**config.mk**
```make
export PLATFORM = sky130hd
export DESIGN_NAME = ldc_cfg_regs
export DESIGN_NICKNAME = d
export VERILOG_FILES = /design/src/ldc_cfg_regs.v /design/src/ldc_sync.v
export VERILOG_INCLUDE_DIRS = /design/src /design/src/common
export SDC_FILE = /design/constraint.sdc
export NUM_CORES = 1
export LEC_CHECK = 0
export ABC_CLOCK_PERIOD_IN_PS = 4930
export BUFFER_PORTS_ARGS = -buffer_cell sky130_fd_sc_hd__clkbuf_2
export CORE_MARGIN = 4
export CORE_UTILIZATION = 50
export CTS_BUF_LIST = sky130_fd_sc_hd__clkbuf_16
export CTS_CLUSTER_DIAMETER = 50
export DETAILED_ROUTE_END_ITERATION = 8
export GPL_ROUTABILITY_DRIVEN = 0
export GPL_TIMING_DRIVEN = 0
export PLACE_DENSITY = 0.69
export SLEW_MARGIN = 20
export SYNTH_ARGS = -nofsm -noshare
export SYNTH_HDL_FRONTEND = slang
export SYNTH_SLANG_ARGS = --single-unit
```
**constraint.sdc**
```tcl
create_clock -name i_clk -period 4.93 [get_ports i_clk]
set_input_delay 0.986 -clock i_clk [delete_from_list [all_inputs] [get_ports i_clk]]
set_output_delay 0.986 -clock i_clk [all_outputs]
set_load 0.05 [all_outputs]
```
**src/common/ldc_defs.vh**
```
// What this block does
// config one 16 bits, resets to 032B
// bits 10:8 give scan lines minus one
// bit 7 picks 16 or 14 bit
// 16-bit: 64 sections of 1024 clocks
// 14-bit: 32 sections of 512 clocks
// controller pads 14-bit words with zeros
// msb part scrambled, lsb part kept; code counts sections in order, unscrambled
// bit 6 enables grayscale clock multiplier
// bits 5:0 are 64-step current gain
// bit 5 selects low or high band
// gain is band exponent, 5-bit mantissa
// mantissa relates to gain by band formula
// config two 16 bits, resets to 1010
// bits 3:1 give 5 ns delay steps
// ghost bit 15, double refresh bit 10
// reserved bits ignored, read as default
// write needs prior pre-active command
// write loads last 16 bits, msb first
// read shifts register out msb first
// soft reset keeps configuration registers
/*
  constants of the led driver configuration block.
  assumes inclusion by bare name from the design files.
*/
`ifndef LDC_DEFS_VH
`define LDC_DEFS_VH
// =====================================================
// reset values
`define LDC_CFG1_RST 16'h032B
`define LDC_CFG2_RST 16'h1010
// decoded field defaults seen while reset is held
`define LDC_SCAN_RST 3'h3
`define LDC_BAND_RST 1'h1
`define LDC_MANT_RST 5'h0B
// writable bit masks; other bits are reserved
`define LDC_CFG1_WMASK 16'h87FF
`define LDC_CFG2_WMASK 16'h040E
// =====================================================
// field positions
`define LDC_GHOST_BIT 15
`define LDC_SCAN_HI 10
`define LDC_SCAN_LO 8
`define LDC_DEPTH_BIT 7
`define LDC_MULT_BIT 6
`define LDC_BAND_BIT 5
`define LDC_MANT_HI 4
`define LDC_DBL_BIT 10
`define LDC_DIM_HI 3
`define LDC_DIM_LO 1
// =====================================================
// command codes: edges of shift clock while latch high
`define LDC_CMD_WR1 4'h4
`define LDC_CMD_RD1 4'h5
`define LDC_CMD_WR2 4'h8
`define LDC_CMD_RD2 4'h9
`define LDC_CMD_SRST 4'hA
`define LDC_CMD_PRE 4'hE
// =====================================================
// timing
`define LDC_SECT16 11'h400
`define LDC_SECT14 11'h200
`define LDC_NSEC16 7'h40
`define LDC_NSEC14 7'h20
`define LDC_DIM_STEP_NS 6'h05
`define LDC_CLK_NS 20
`endif

```
**src/ldc_cfg_regs.v**
```verilog
/*
  configuration registers of a scan type pwm led driver,
  with the serial command decoder and pwm section timer.
  assumes shift clock, latch and grayscale clock come from
  pins slower than i_clk, with shift clock below 1/4 rate.
*/
`timescale 1ns/1ns
`include "ldc_defs.vh"
module ldc_cfg_regs (
  // clock and reset
  input wire i_clk,
  input wire i_rst_n,
  // serial link pins
  input wire i_serial_data_in,
  input wire i_shift_clock,
  input wire i_latch_enable,
  input wire i_grayscale_clock,
  output reg o_serial_data_out,
  // decoded configuration
  output reg [2:0] o_scan_lines_m1,
  output reg o_depth_14,
  output reg o_grayscale_clock_mult,
  output reg o_ghost_elim,
  output reg o_current_band_select,
  output reg [4:0] o_gain_mantissa,
  output reg o_double_refresh,
  output reg [2:0] o_dim_delay_code,
  output reg [5:0] o_dim_delay_ns,
  // pwm section timing
  output reg [5:0] o_section,
  output reg o_section_start,
  output reg [9:0] o_lsb_count,
  output reg o_soft_reset
);
  reg rst_meta;
  reg rst_n;
  wire sdi_s;
  wire sck_s;
  wire le_s;
  wire gck_s;
  reg sck_d;
  reg le_d;
  reg gck_d;
  reg [15:0] shift;
  reg [3:0] edges;
  reg pre_active;
  reg [15:0] cfg1;
  reg [15:0] cfg2;
  reg [15:0] rd_shift;
  reg [10:0] sect_cnt;
  reg [6:0] sect_idx;
  wire sck_rise;
  wire sck_fall;
  wire le_fall;
  wire gck_rise;
  wire [10:0] sect_len;
  wire [6:0] sect_num;
  wire cmd_wr1;
  wire cmd_rd1;
  wire cmd_wr2;
  wire cmd_rd2;
  wire cmd_srst;
  wire cmd_pre;
  // =====================================================
  // reset release through two flops
  always @(posedge i_clk or negedge i_rst_n) begin
    if (!i_rst_n) begin
      rst_meta <= 1'b0;
      rst_n <= 1'b0;
    end else begin
      rst_meta <= 1'b1;
      rst_n <= rst_meta;
    end
  end
  // =====================================================
  // pin synchronisers
  ldc_sync u_sdi (
    .i_clk(i_clk),
    .i_rst_n(rst_n),
    .i_d(i_serial_data_in),
    .o_q(sdi_s)
  );
  ldc_sync u_sck (
    .i_clk(i_clk),
    .i_rst_n(rst_n),
    .i_d(i_shift_clock),
    .o_q(sck_s)
  );
  ldc_sync u_le (
    .i_clk(i_clk),
    .i_rst_n(rst_n),
    .i_d(i_latch_enable),
    .o_q(le_s)
  );
  ldc_sync u_gck (
    .i_clk(i_clk),
    .i_rst_n(rst_n),
    .i_d(i_grayscale_clock),
    .o_q(gck_s)
  );
  // =====================================================
  // edge detection on synchronised pins
  always @(posedge i_clk or negedge rst_n) begin
    if (!rst_n) begin
      sck_d <= 1'b0;
      le_d <= 1'b0;
      gck_d <= 1'b0;
    end else begin
      sck_d <= sck_s;
      le_d <= le_s;
      gck_d <= gck_s;
    end
  end
  assign sck_rise = sck_s & ~sck_d;
  assign sck_fall = ~sck_s & sck_d;
  assign le_fall = ~le_s & le_d;
  assign gck_rise = gck_s & ~gck_d;
  // =====================================================
  // command strobes, one cycle at the end of a latch frame
  assign cmd_wr1 = le_fall && (edges == `LDC_CMD_WR1);
  assign cmd_rd1 = le_fall && (edges == `LDC_CMD_RD1);
  assign cmd_wr2 = le_fall && (edges == `LDC_CMD_WR2);
  assign cmd_rd2 = le_fall && (edges == `LDC_CMD_RD2);
  assign cmd_srst = le_fall && (edges == `LDC_CMD_SRST);
  assign cmd_pre = le_fall && (edges == `LDC_CMD_PRE);
  // =====================================================
  // shift register, command edge counter, config write
  always @(posedge i_clk or negedge rst_n) begin
    if (!rst_n) begin
      shift <= 16'h0000;
      edges <= 4'h0;
      pre_active <= 1'b0;
      cfg1 <= `LDC_CFG1_RST;
      cfg2 <= `LDC_CFG2_RST;
      o_soft_reset <= 1'b0;
    end else begin
      o_soft_reset <= 1'b0;
      // msb first, newest bit into lsb
      if (sck_rise) begin
        shift <= {shift[14:0], sdi_s};
      end
      if (sck_rise && le_s && edges != 4'hF) begin
        edges <= edges + 4'h1;
      end
      if (le_fall) begin
        edges <= 4'h0;
        // any command other than pre-active ends the pre-active window
        pre_active <= cmd_pre;
        if (cmd_wr1 && pre_active) begin
          // reserved bits stay at default
          cfg1 <= (shift & `LDC_CFG1_WMASK) |
            (`LDC_CFG1_RST & ~`LDC_CFG1_WMASK);
        end
        if (cmd_wr2 && pre_active) begin
          cfg2 <= (shift & `LDC_CFG2_WMASK) |
            (`LDC_CFG2_RST & ~`LDC_CFG2_WMASK);
        end
        // soft reset leaves cfg1 and cfg2 alone
        if (cmd_srst) begin
          o_soft_reset <= 1'b1;
        end
      end
    end
  end
  // =====================================================
  // read back: load on command, shift on falling edge
  always @(posedge i_clk or negedge rst_n) begin
    if (!rst_n) begin
      rd_shift <= 16'h0000;
      o_serial_data_out <= 1'b0;
    end else begin
      if (cmd_rd1) begin
        rd_shift <= cfg1;
        o_serial_data_out <= cfg1[15];
      end else if (cmd_rd2) begin
        rd_shift <= cfg2;
        o_serial_data_out <= cfg2[15];
      end else if (o_soft_reset) begin
        // soft reset empties the readback path
        rd_shift <= 16'h0000;
        o_serial_data_out <= 1'b0;
      end else if (sck_fall && !le_s) begin
        // msb leaves first, output follows shifted data
        rd_shift <= {rd_shift[14:0], shift[15]};
        o_serial_data_out <= rd_shift[14];
      end
    end
  end
  // =====================================================
  // decoded configuration outputs
  always @(posedge i_clk or negedge rst_n) begin
    if (!rst_n) begin
      o_scan_lines_m1 <= `LDC_SCAN_RST;
      o_depth_14 <= 1'b0;
      o_grayscale_clock_mult <= 1'b0;
      o_ghost_elim <= 1'b0;
      o_current_band_select <= `LDC_BAND_RST;
      o_gain_mantissa <= `LDC_MANT_RST;
      o_double_refresh <= 1'b0;
      o_dim_delay_code <= 3'h0;
      o_dim_delay_ns <= 6'h00;
    end else begin
      o_scan_lines_m1 <= cfg1[`LDC_SCAN_HI:`LDC_SCAN_LO];
      o_depth_14 <= cfg1[`LDC_DEPTH_BIT];
      o_grayscale_clock_mult <= cfg1[`LDC_MULT_BIT];
      o_ghost_elim <= cfg1[`LDC_GHOST_BIT];
      // band exponent plus mantissa D; host applies formula
      o_current_band_select <= cfg1[`LDC_BAND_BIT];
      o_gain_mantissa <= cfg1[`LDC_MANT_HI:0];
      o_double_refresh <= cfg2[`LDC_DBL_BIT];
      o_dim_delay_code <= cfg2[`LDC_DIM_HI:`LDC_DIM_LO];
      o_dim_delay_ns <= {3'h0, cfg2[`LDC_DIM_HI:`LDC_DIM_LO]} *
        `LDC_DIM_STEP_NS;
    end
  end
  // =====================================================
  // pwm section timer on grayscale clock edges
  assign sect_len = cfg1[`LDC_DEPTH_BIT] ? `LDC_SECT14
    : `LDC_SECT16;
  assign sect_num = cfg1[`LDC_DEPTH_BIT] ? `LDC_NSEC14
    : `LDC_NSEC16;
  // lsb count is the in-section part, section the msb part counted in order
  always @(posedge i_clk or negedge rst_n) begin
    if (!rst_n) begin
      sect_cnt <= 11'h000;
      sect_idx <= 7'h00;
      o_section <= 6'h00;
      o_section_start <= 1'b0;
      o_lsb_count <= 10'h000;
    end else begin
      o_section_start <= 1'b0;
      if (o_soft_reset) begin
        sect_cnt <= 11'h000;
        sect_idx <= 7'h00;
      end else if (gck_rise) begin
        if (sect_cnt + 11'h001 >= sect_len) begin
          sect_cnt <= 11'h000;
          o_section_start <= 1'b1;
          if (sect_idx + 7'h01 >= sect_num) begin
            sect_idx <= 7'h00;
          end else begin
            sect_idx <= sect_idx + 7'h01;
          end
        end else begin
          sect_cnt <= sect_cnt + 11'h001;
        end
      end
      o_section <= sect_idx[5:0];
      o_lsb_count <= sect_cnt[9:0];
    end
  end
endmodule

```
**src/ldc_sync.v**
```verilog
/*
  two flip-flop synchroniser for one level.
  assumes a free running clock and async active-low reset.
*/
`timescale 1ns/1ns
module ldc_sync (
  // clock and reset
  input wire i_clk,
  input wire i_rst_n,
  // level in and out
  input wire i_d,
  output reg o_q
);
  reg meta;
  // =====================================================
  // double register
  always @(posedge i_clk or negedge i_rst_n) begin
    if (!i_rst_n) begin
      meta <= 1'b0;
      o_q <= 1'b0;
    end else begin
      meta <= i_d;
      o_q <= meta;
    end
  end
endmodule

```
# ---- Word level (Yosys, flattened, before mapping)
# Index checks and enable logic that the tools add are counted.
dict set report totals {
  input_bits 6
  regBits 124
  elab_cells 99
}
dict set report op_classes {
  add_sub_neg 3
  n_eq_ne 7
  magnitude_cmp 2
  muxes 24
  mul 1
  n_reduce_logical 19
  bitwise 8
}
# op count
set ops {}
lappend ops {{15-bit two-way mux} 4}
lappend ops {{11-bit two-way mux} 4}
lappend ops {{7-bit two-way mux} 5}
lappend ops {{4-bit == test, second input constant} 4}
lappend ops {{11-bit by 1-bit adder with 11-bit output, second input constant} 1}
lappend ops {{11-bit greater-or-equal comparator} 1}
lappend ops {{1-bit logical AND} 11}
lappend ops {{1-bit two-way mux} 9}
lappend ops {{4-bit by 3-bit == test with 1-bit output, second input constant} 2}
lappend ops {{4-bit two-way mux} 2}
lappend ops {{7-bit by 1-bit adder with 7-bit output, second input constant} 1}
lappend ops {{7-bit greater-or-equal comparator} 1}
lappend ops {{3-bit by 3-bit multiplier with 6-bit output, second input constant} 1}
lappend ops {{2-bit AND reduction} 3}
lappend ops {{2-bit nonzero test} 3}
lappend ops {{4-bit by 1-bit adder with 4-bit output, second input constant} 1}
lappend ops {{1-bit AND} 4}
lappend ops {{4-bit inequality test, second input constant} 1}
lappend ops {{1-bit inverter} 4}
lappend ops {{4-bit nonzero test} 1}
lappend ops {{1-bit logical NOT} 1}

# ---- Logic depth before layout (Yosys ltp)
# Gate-level depths: netlist (run 1).
dict set report depth {
  depth_word 7
  ltp_mapped 12
  ltp_nobuf 11
}

# ---- Modules after synthesis
# Synthesis (run 1) repeated with hierarchy kept, for this count alone.
dict set report hier_totals {
  cells_unflattened 383
  hier_area_um2 4812.1
}
# mod cells_each seq_area_each_um2 area_per_inst_um2 instances
set modules_own_cells {}
lappend modules_own_cells {ldc_cfg_regs 375 2867.8 4611.9 1}
lappend modules_own_cells {ldc_sync 2 50.0 50.0 4}

# ---- Worst setup path before layout (run 1)
# OpenSTA, ideal clock, no wires.
dict set report synth_timing {
  path_kind {register -> register}
  from {reg sect_cnt[0]}
  to {reg sect_idx[2]}
  setup_ps 122
  arrival_ps 2832
  setup_slack_ps 1976
  path_stages_with_launch 13
  n_path_buf 1
  synth_period_minus_slack_ps 2954
  cell_sequence {dfrtp_1 ha_1 and4_1 and2_1 nand3_1 or2_2 xnor2_1 ha_1 nand4_1 o311ai_4 buf_6 o211ai_1 a32o_1}
}
dict set report synth_via {
  elab_chain_len 4
}
# element line
set synth_lines {}
lappend synth_lines {{from (decl)} ldc_cfg_regs.v:50} ;# reg [10:0] sect_cnt;
lappend synth_lines {{from (signal assigned)} ldc_cfg_regs.v:245} ;# sect_cnt <= sect_cnt + 11'h001;
lappend synth_lines {{11-bit by 1-bit adder with 11-bit output} ldc_cfg_regs.v:236} ;# if (sect_cnt + 11'h001 >= sect_len) begin
lappend synth_lines {{11-bit greater-or-equal comparator} ldc_cfg_regs.v:236}
lappend synth_lines {{2-bit nonzero test (no source line)} n/a}
lappend synth_lines {{2-bit AND reduction (no source line)} n/a}
lappend synth_lines {{to (signal assigned)} ldc_cfg_regs.v:242} ;# sect_idx <= sect_idx + 7'h01;
lappend synth_lines {{to (decl)} ldc_cfg_regs.v:51} ;# reg [6:0] sect_idx;
# No other way between the ends.
# A chain may end at the register's enable or synchronous reset.

# ---- Worst setup path in the final report (run 1)
dict set report layout_timing {
  from {reg sect_cnt[1]}
  to {reg sect_idx[4]}
}
# The elaborated chain is that of the path after synthesis.

==> results of run 1 <==
[cell type report]
type / instances / area share [%]
sequential: 122 / 51.4
multi-input combinational: 239 / 28.3
clock buffer: 17 / 7.12
timing repair buffer: 48 / 4.65
clock inverter: 15 / 3.70
tap: 129 / 2.70
buffer: 19 / 1.57
inverter: 10 / 0.628
[cells in the mapped netlist (3+ instances only)]
| cell type | number | area (um^2) |
|---|---|---|
| o211ai_1 | 3 | 22.5 |
| and2_1 | 3 | 18.8 |
| nor2_1 | 24 | 90.1 |
| nor2b_1 | 6 | 37.5 |
| dfstp_2 | 12 | 315 |
| xor2_1 | 3 | 26.3 |
| ha_1 | 13 | 163 |
| a22o_1 | 5 | 43.8 |
| nand2_1 | 31 | 116 |
| buf_2 | 6 | 30.0 |
| xnor2_1 | 6 | 52.6 |
| nor3_1 | 5 | 25.0 |
| clkbuf_1 | 9 | 33.8 |
| dfrtp_1 | 110 | 2750 |
| a21oi_1 | 21 | 105 |
| mux2_2 | 33 | 372 |
| nand4_1 | 5 | 31.3 |
| o21ai_1 | 3 | 15.0 |
| a22oi_1 | 4 | 30.0 |
| and3_1 | 5 | 31.3 |
| o21ai_0 | 19 | 95.1 |
| nand3_1 | 11 | 55.1 |
| inv_1 | 10 | 37.5 |
| mux2i_1 | 3 | 30.0 |
| a211o_1 | 3 | 26.3 |
[layer usage]
layer	share of wire [%]	global-route usage [%]
met1	43	21.6
met3	4.8	5.12
met2	50	28.9
met5	0	0
met4	1.6	6.39
[flip-flops by register name (all words and copies together), names as in the netlist, 3 cells and up]
name             cells
rd_shift            15
sect_idx             7
cfg2                 4
o_dim_delay_ns       6
edges                4
o_section            6
o_gain_mantissa      5
o_lsb_count         10
shift               16
o_scan_lines_m1      3
cfg1                12
sect_cnt            11
[kinds of logic (layout without fill, tap and decap cells)]
logic type,after synthesis,count (layout),synth area share [%]
buffers and inverters,29,109,2.69
DFF,122,122,62.8
xor gates and xnor gates,9,9,1.61
and+or+nand+nor,108,108,11.5
adders and majority gates,13,13,3.33
other,1,1,0.0767
AOI/OAI and AO/OA,72,72,9.83
muxes,36,36,8.22
[metrics by stage]
step / hold WS [ns] / utilization, %
CTS: 0.255 / 63.8
finish: 0.236 / 63.8
global placement: 0.335 / 56.3
floorplan: 0.331 / -
detailed placement: 0.249 / 56.9
global route: 0.274 / 63.8
[final timing paths]
kind | startpoint | to | slack (ns) | depth (start not counted)
min in group i_clk | u_gck.meta | u_gck.o_q | 0.35 | 0
worst min-delay path | rst_n | sect_cnt[3] | 0.24 | 0
worst min register to register | rst_n | sect_cnt[3] | 0.24 | 0
worst max register to register | sect_cnt[1] | sect_idx[4] | 1.60 | 11
max in group asynchronous | rst_n | cfg1[9] | 3.81 | 2
worst max-delay path | sect_cnt[1] | sect_idx[4] | 1.60 | 11
[power by group]
part           switching, mW  internal (mW)  total (mW)
Combinational          0.171          0.116       0.287
Sequential             0.109           1.13        1.24
Clock                  0.437          0.897        1.33
Total                  0.717           2.15        2.86
==> impl_metrics.ini, run 1 <==
[run_status]
status = finished clean

[cts]
cts_root_buffer = clkbuf_16
htreeDepth = 4
clk_latency_ns = 0.40
clk_pin_slew_ns = 0.06
post_cts_resize_count = 0
cts_tree = done
holdBufCountCts = 0
cts-buffers-inserted = 17
clock-sinks = 122
cts_setup_buffers = 0
clockBufferDepth = 2

[cells_and_area]
final_common_cell = dfrtp_1
layout_common_cells = dfrtp_1, clkbuf_2, mux2_2, nand2_1, nor2_1
drive_gt1_share_pct = 30.4
multi_input_area_mm2 = 0.00169
fin_nets = 476
ff_latch_area_mm2 = 0.00307
diodes = 0
postLayoutCellArea_mm2 = 0.00598
syn2layout_area_growth_pct = 22.3
layoutNonFillerInstCount = 599
fill_cells = 746

[floorplanning]
num_io_pins = 47
coreArea_mm2 = 0.00937
initial_core_util_pct = 52.2
fp.dieArea_mm2 = 0.0114
die_w_um = 107
rows = 35
die_y_um = 107

[worst_setup_path]
cpMaxStageDelayCell = o31ai_4
worstPathCellList = ha_1 -> and4_1 -> and2_1 -> nand3_1 -> or2_2 -> xnor2_1 -> ha_1 -> nand4_1 -> o31ai_4 -> nand3_2 -> o211ai_1
critical_path.most_common_cell = ha_1
crit_path_start_kind = flop
path_class = reg2reg
cp-end-kind = flop
cp_data_arrival_time_ns = 3.64
slowest_delay_ns = 0.46
critical_path.top_delay_family = simple AND/OR/NAND/NOR gates
crit_buf_inv = 0
crit_fanout = 8
worstPathRequired_ns = 5.23

[route]
vias = 3169
wl_mm = 9.00
post_drt_wl_per_cell_um = 15.0
drt_pass1_iterations = 4
vias_per_cell = 5.29
antenna_left = 0
initialDrtViolationCount = 146
route.detailed.drc = 0

[timing]
fmax_ghz = 0.300
maxSlewViolCount = 0
fin_crit_sh_pct = 67.6
setup-tns-final_ns = 0
worst_pin_slew_ns = 0.873
finalHoldViolations = 0
fin_ws_ns = 1.60
setup_viol = 0
fin_skew_ns = 0.00671
rsz0062_at_grt = no
fin_crit_ns = 3.33
relSlewSlack_pct = 41.0

[global_routing]
antenna_found_initial = 0
grt.overflow.total = 0
grt_pass1_vias = 3213
grt_usage_pct = 17.4
grt_max_degree = 59
grt_pass1_wl_mm = 15.4

[logic_synthesis]
async_reset_ff_share_pct = 100
avgSynthCellArea_um2 = 12.5
synth_top_flop_cell = dfrtp_1
synth-edff-count = 0
netlist_instances = 390
synthesis.nets = 409
synth_warnings = 0
synth_cell_type_count = 55
synth-seq-cells = 122
ys_seq_area_share_pct = 62.8
synth_area_mm2 = 0.00489

[pwr]
powerDensity_mw_per_mm2 = 479
p_leak_nw = 2.80
totalPowerFinal_mw = 2.86
ir_worst_vdd_uv = 299

[placed_design]
dp_hpwl_mm = 6.10
port_buffers = 46
placed_cell_area_mm2 = 0.00533
place_inst = 567
dpl_worst_slack_ns = 1.64

[min_path]
hold_path_class = reg2async

[job]
maxCapViolCount = 0
No activity file was read; power rests on OpenSTA's default activity.
==> run 2: changes to the inputs <==
--- a/config.mk
+++ b/config.mk
@@ -6,7 +6,8 @@
 export SDC_FILE = /design/constraint.sdc
 export NUM_CORES = 1
 export LEC_CHECK = 0
-export ABC_CLOCK_PERIOD_IN_PS = 4930
+export ABC_AREA = 1
+export ABC_CLOCK_PERIOD_IN_PS = 2800
 export BUFFER_PORTS_ARGS = -buffer_cell sky130_fd_sc_hd__clkbuf_2
 export CORE_MARGIN = 4
 export CORE_UTILIZATION = 50
@@ -15,7 +16,7 @@
 export DETAILED_ROUTE_END_ITERATION = 8
 export GPL_ROUTABILITY_DRIVEN = 0
 export GPL_TIMING_DRIVEN = 0
-export PLACE_DENSITY = 0.69
+export PLACE_DENSITY = 0.72
 export SLEW_MARGIN = 20
 export SYNTH_ARGS = -nofsm -noshare
 export SYNTH_HDL_FRONTEND = slang
==> constraint.sdc (replaced) <==
create_clock -name i_clk -period 2.8 [get_ports i_clk]
set_input_delay 0.56 -clock i_clk [delete_from_list [all_inputs] [get_ports i_clk]]
set_output_delay 0.56 -clock i_clk [all_outputs]
set_load 0.05 [all_outputs]
==> run 2 against run 1 <==
Against the previous run:
- final area shrank 2.4%
- clock skew is 0.0066 ns higher
- sequential cell count stayed put
- total power increased by 58%
- sequential share of layout area grew 1.3 points
- global-route usage is 0.60 points higher
- area after synthesis decreased by 1.4%
- fmax is 28% higher
- non-clock buffer count is 4 lower
- hold slack worse by 0.11 ns
- highest routed layer unchanged
==> impl_metrics.ini, run 2 <==
[run_status]
status = finished clean

[logic_synthesis]
yosysTopAreaCell = dfrtp_1
ys_seq_area_share_pct = 63.7
yosysTopAreaCellShare_pct = 57.1
netlist_instances = 456
async_reset_ff_share_pct = 100
ys_top_cells_by_area = dfrtp_1, nand2_1, dfstp_2
synth_top_flop_cell = dfrtp_1
synthesis.nets = 475
yosysMostFrequentCell = dfrtp_1
synth-edff-count = 0
avgSynthCellArea_um2 = 10.6
synth-seq-cells = 122
synth_warnings = 0
synth_cell_type_count = 39
synth_area_mm2 = 0.00482
synth_common_cells = dfrtp_1, nand2_1, inv_1

[placed_design]
placed_cell_area_mm2 = 0.00527
dpl_worst_slack_ns = 0.219
place_inst = 633
port_buffers = 46
dp_hpwl_mm = 6.15

[floorplanning]
initial_core_util_pct = 51.7
rows = 35
die_y_um = 106
die_w_um = 106
coreArea_mm2 = 0.00933
num_io_pins = 47
fp.dieArea_mm2 = 0.0113

[timing]
relSlewSlack_pct = 61.1
maxSlewViolCount = 0
setup_viol = 0
finalHoldViolations = 0
fin_crit_ns = 2.61
fin_crit_sh_pct = 93.3
setup-tns-final_ns = 0
fin_skew_ns = 0.0133
fin_ws_ns = 0.187
worst_pin_slew_ns = 0.579
whs_ns = 0.125
fmax_ghz = 0.383

[route]
vias_per_cell = 5.12
antenna_left = 0
initialDrtViolationCount = 164
post_drt_wl_per_cell_um = 13.8
wl_mm = 9.21
route.detailed.drc = 0
vias = 3409
drt_pass1_iterations = 4

[cells_and_area]
layout_common_cells = dfrtp_1, nand2_1, clkbuf_2, inv_1, o21ai_0
final_common_cell = dfrtp_1
postLayoutCellArea_mm2 = 0.00583
largest_reg_flops = 16
syn2layout_area_growth_pct = 21.1
diodes = 0
reg.largest.list = shift: 16 flops, rd_shift: 15 flops, cfg1: 12 flops
drive_gt1_share_pct = 22.5
largest_register = shift
post-route-util_pct = 62.5
layoutNonFillerInstCount = 666
fin_nets = 543

[min_path]
hold_path_class = reg2async

[worst_setup_path]
crit_path_start_kind = flop
critical_path.top_delay_family = simple AND/OR/NAND/NOR gates
cp-end-kind = flop
cp_data_arrival_time_ns = 2.91
worstPathRequired_ns = 3.10
cpMaxStageDelayCell = dfrtp_1
path_class = reg2reg
slowest_delay_ns = 0.41
crit_buf_inv = 0
worstPathCellList = ha_1 -> nand2_1 -> nor2_2 -> nand4_1 -> xor2_1 -> ha_1 -> nand2_1 -> nor2_1 -> nand3_1 -> nor2_2 -> nand3_4 -> nand3_4 -> nand2_4 -> nand2_1 -> nand2_1
crit_fanout = 9
critical_path.most_common_cell = nand2_1

[global_routing]
busiest_layer = met2
met3_usage_pct = 5.71
grt.overflow.total = 0
grtUsageMet1_pct = 23.7
met2_usage_pct = 28.4
grt_usage_pct = 18.0
grt_pass1_vias = 3481
antenna_found_initial = 0
grt_pass1_wl_mm = 16.1
grt_max_degree = 61

[cts]
htreeDepth = 4
clock-sinks = 122
clockBufferDepth = 2
cts_root_buffer = clkbuf_16
clk_pin_slew_ns = 0.06
cts-buffers-inserted = 17
cts_tree = done
clk_latency_ns = 0.41

[job]
maxCapViolCount = 0

[pwr]
p_leak_nw = 2.81
totalPowerFinal_mw = 4.51
ir_worst_vdd_uv = 421
powerDensity_mw_per_mm2 = 774
run 2: metal layers:
metal  vias to the layer above  wire (um)
met2                        71       4620
met1                      1685       4060
met5                         -          0
met3                        10        436
met4                         0         97
li1                       1643          -
run 2: worst paths after layout:
check	from	end	slack (ns)	cells past startpoint
hold / removal	rst_n	u_gck.meta	0.13	0
setup / recovery	sect_cnt[0]	sect_idx[6]	0.19	15
hold reg to reg	rst_n	u_gck.meta	0.13	0
max in group asynchronous	rst_n	o_current_band_select	2.12	1
min in group i_clk	i_serial_data_in	u_sdi.meta	0.25	1
setup reg to reg	sect_cnt[0]	sect_idx[6]	0.19	15
run 2: worst register-to-register path, delay by kind of cell, from the launching register on:
kind / cells / cell delay [ns]
adders and majority gates: 2 / 0.52
DFF: 1 / 0.41
xor gates and xnor gates: 1 / 0.19
and+or+nand+nor: 12 / 1.38
run 2: area by class of cell:
cell class | instances | area (um^2)
fillers | 717 | 3490
flip-flops and latches | 122 | 3070
multi-input cells | 273 | 1500
clock buffers | 17 | 425
repair buffers | 49 | 295
inverters | 47 | 176
well taps | 129 | 161
clock inverters | 15 | 128
plain buffers | 14 | 75.1
run 2: power breakdown:
group | leakage [nW] | switching (mW) | internal [mW]
logic | 0.985 | 0.328 | 0.154
clock network | 0.252 | 0.780 | 1.21
registers | 1.57 | 0.104 | 1.94
total | 2.81 | 1.21 | 3.30
run 2: kinds of logic after synthesis:
logic type,count (synthesis),share of synthesized area [%]
buf+inv,61,5.22
xor+xnor,6,1.09
mux,4,0.909
simple gates,167,15.6
flops,122,63.7
other cells,1,0.0778
fa+ha+maj,13,3.38
compound gates,82,10.1
run 2: repair_timing:
item | 4_1_cts | 5_1_grt
hold buffers | 1 | 0
buffers inserted | 0 | 0
gates resized for setup | 0 | 1
endpoints found under the setup margin | 0 | 7
hold endpoints to repair | 2 | 0
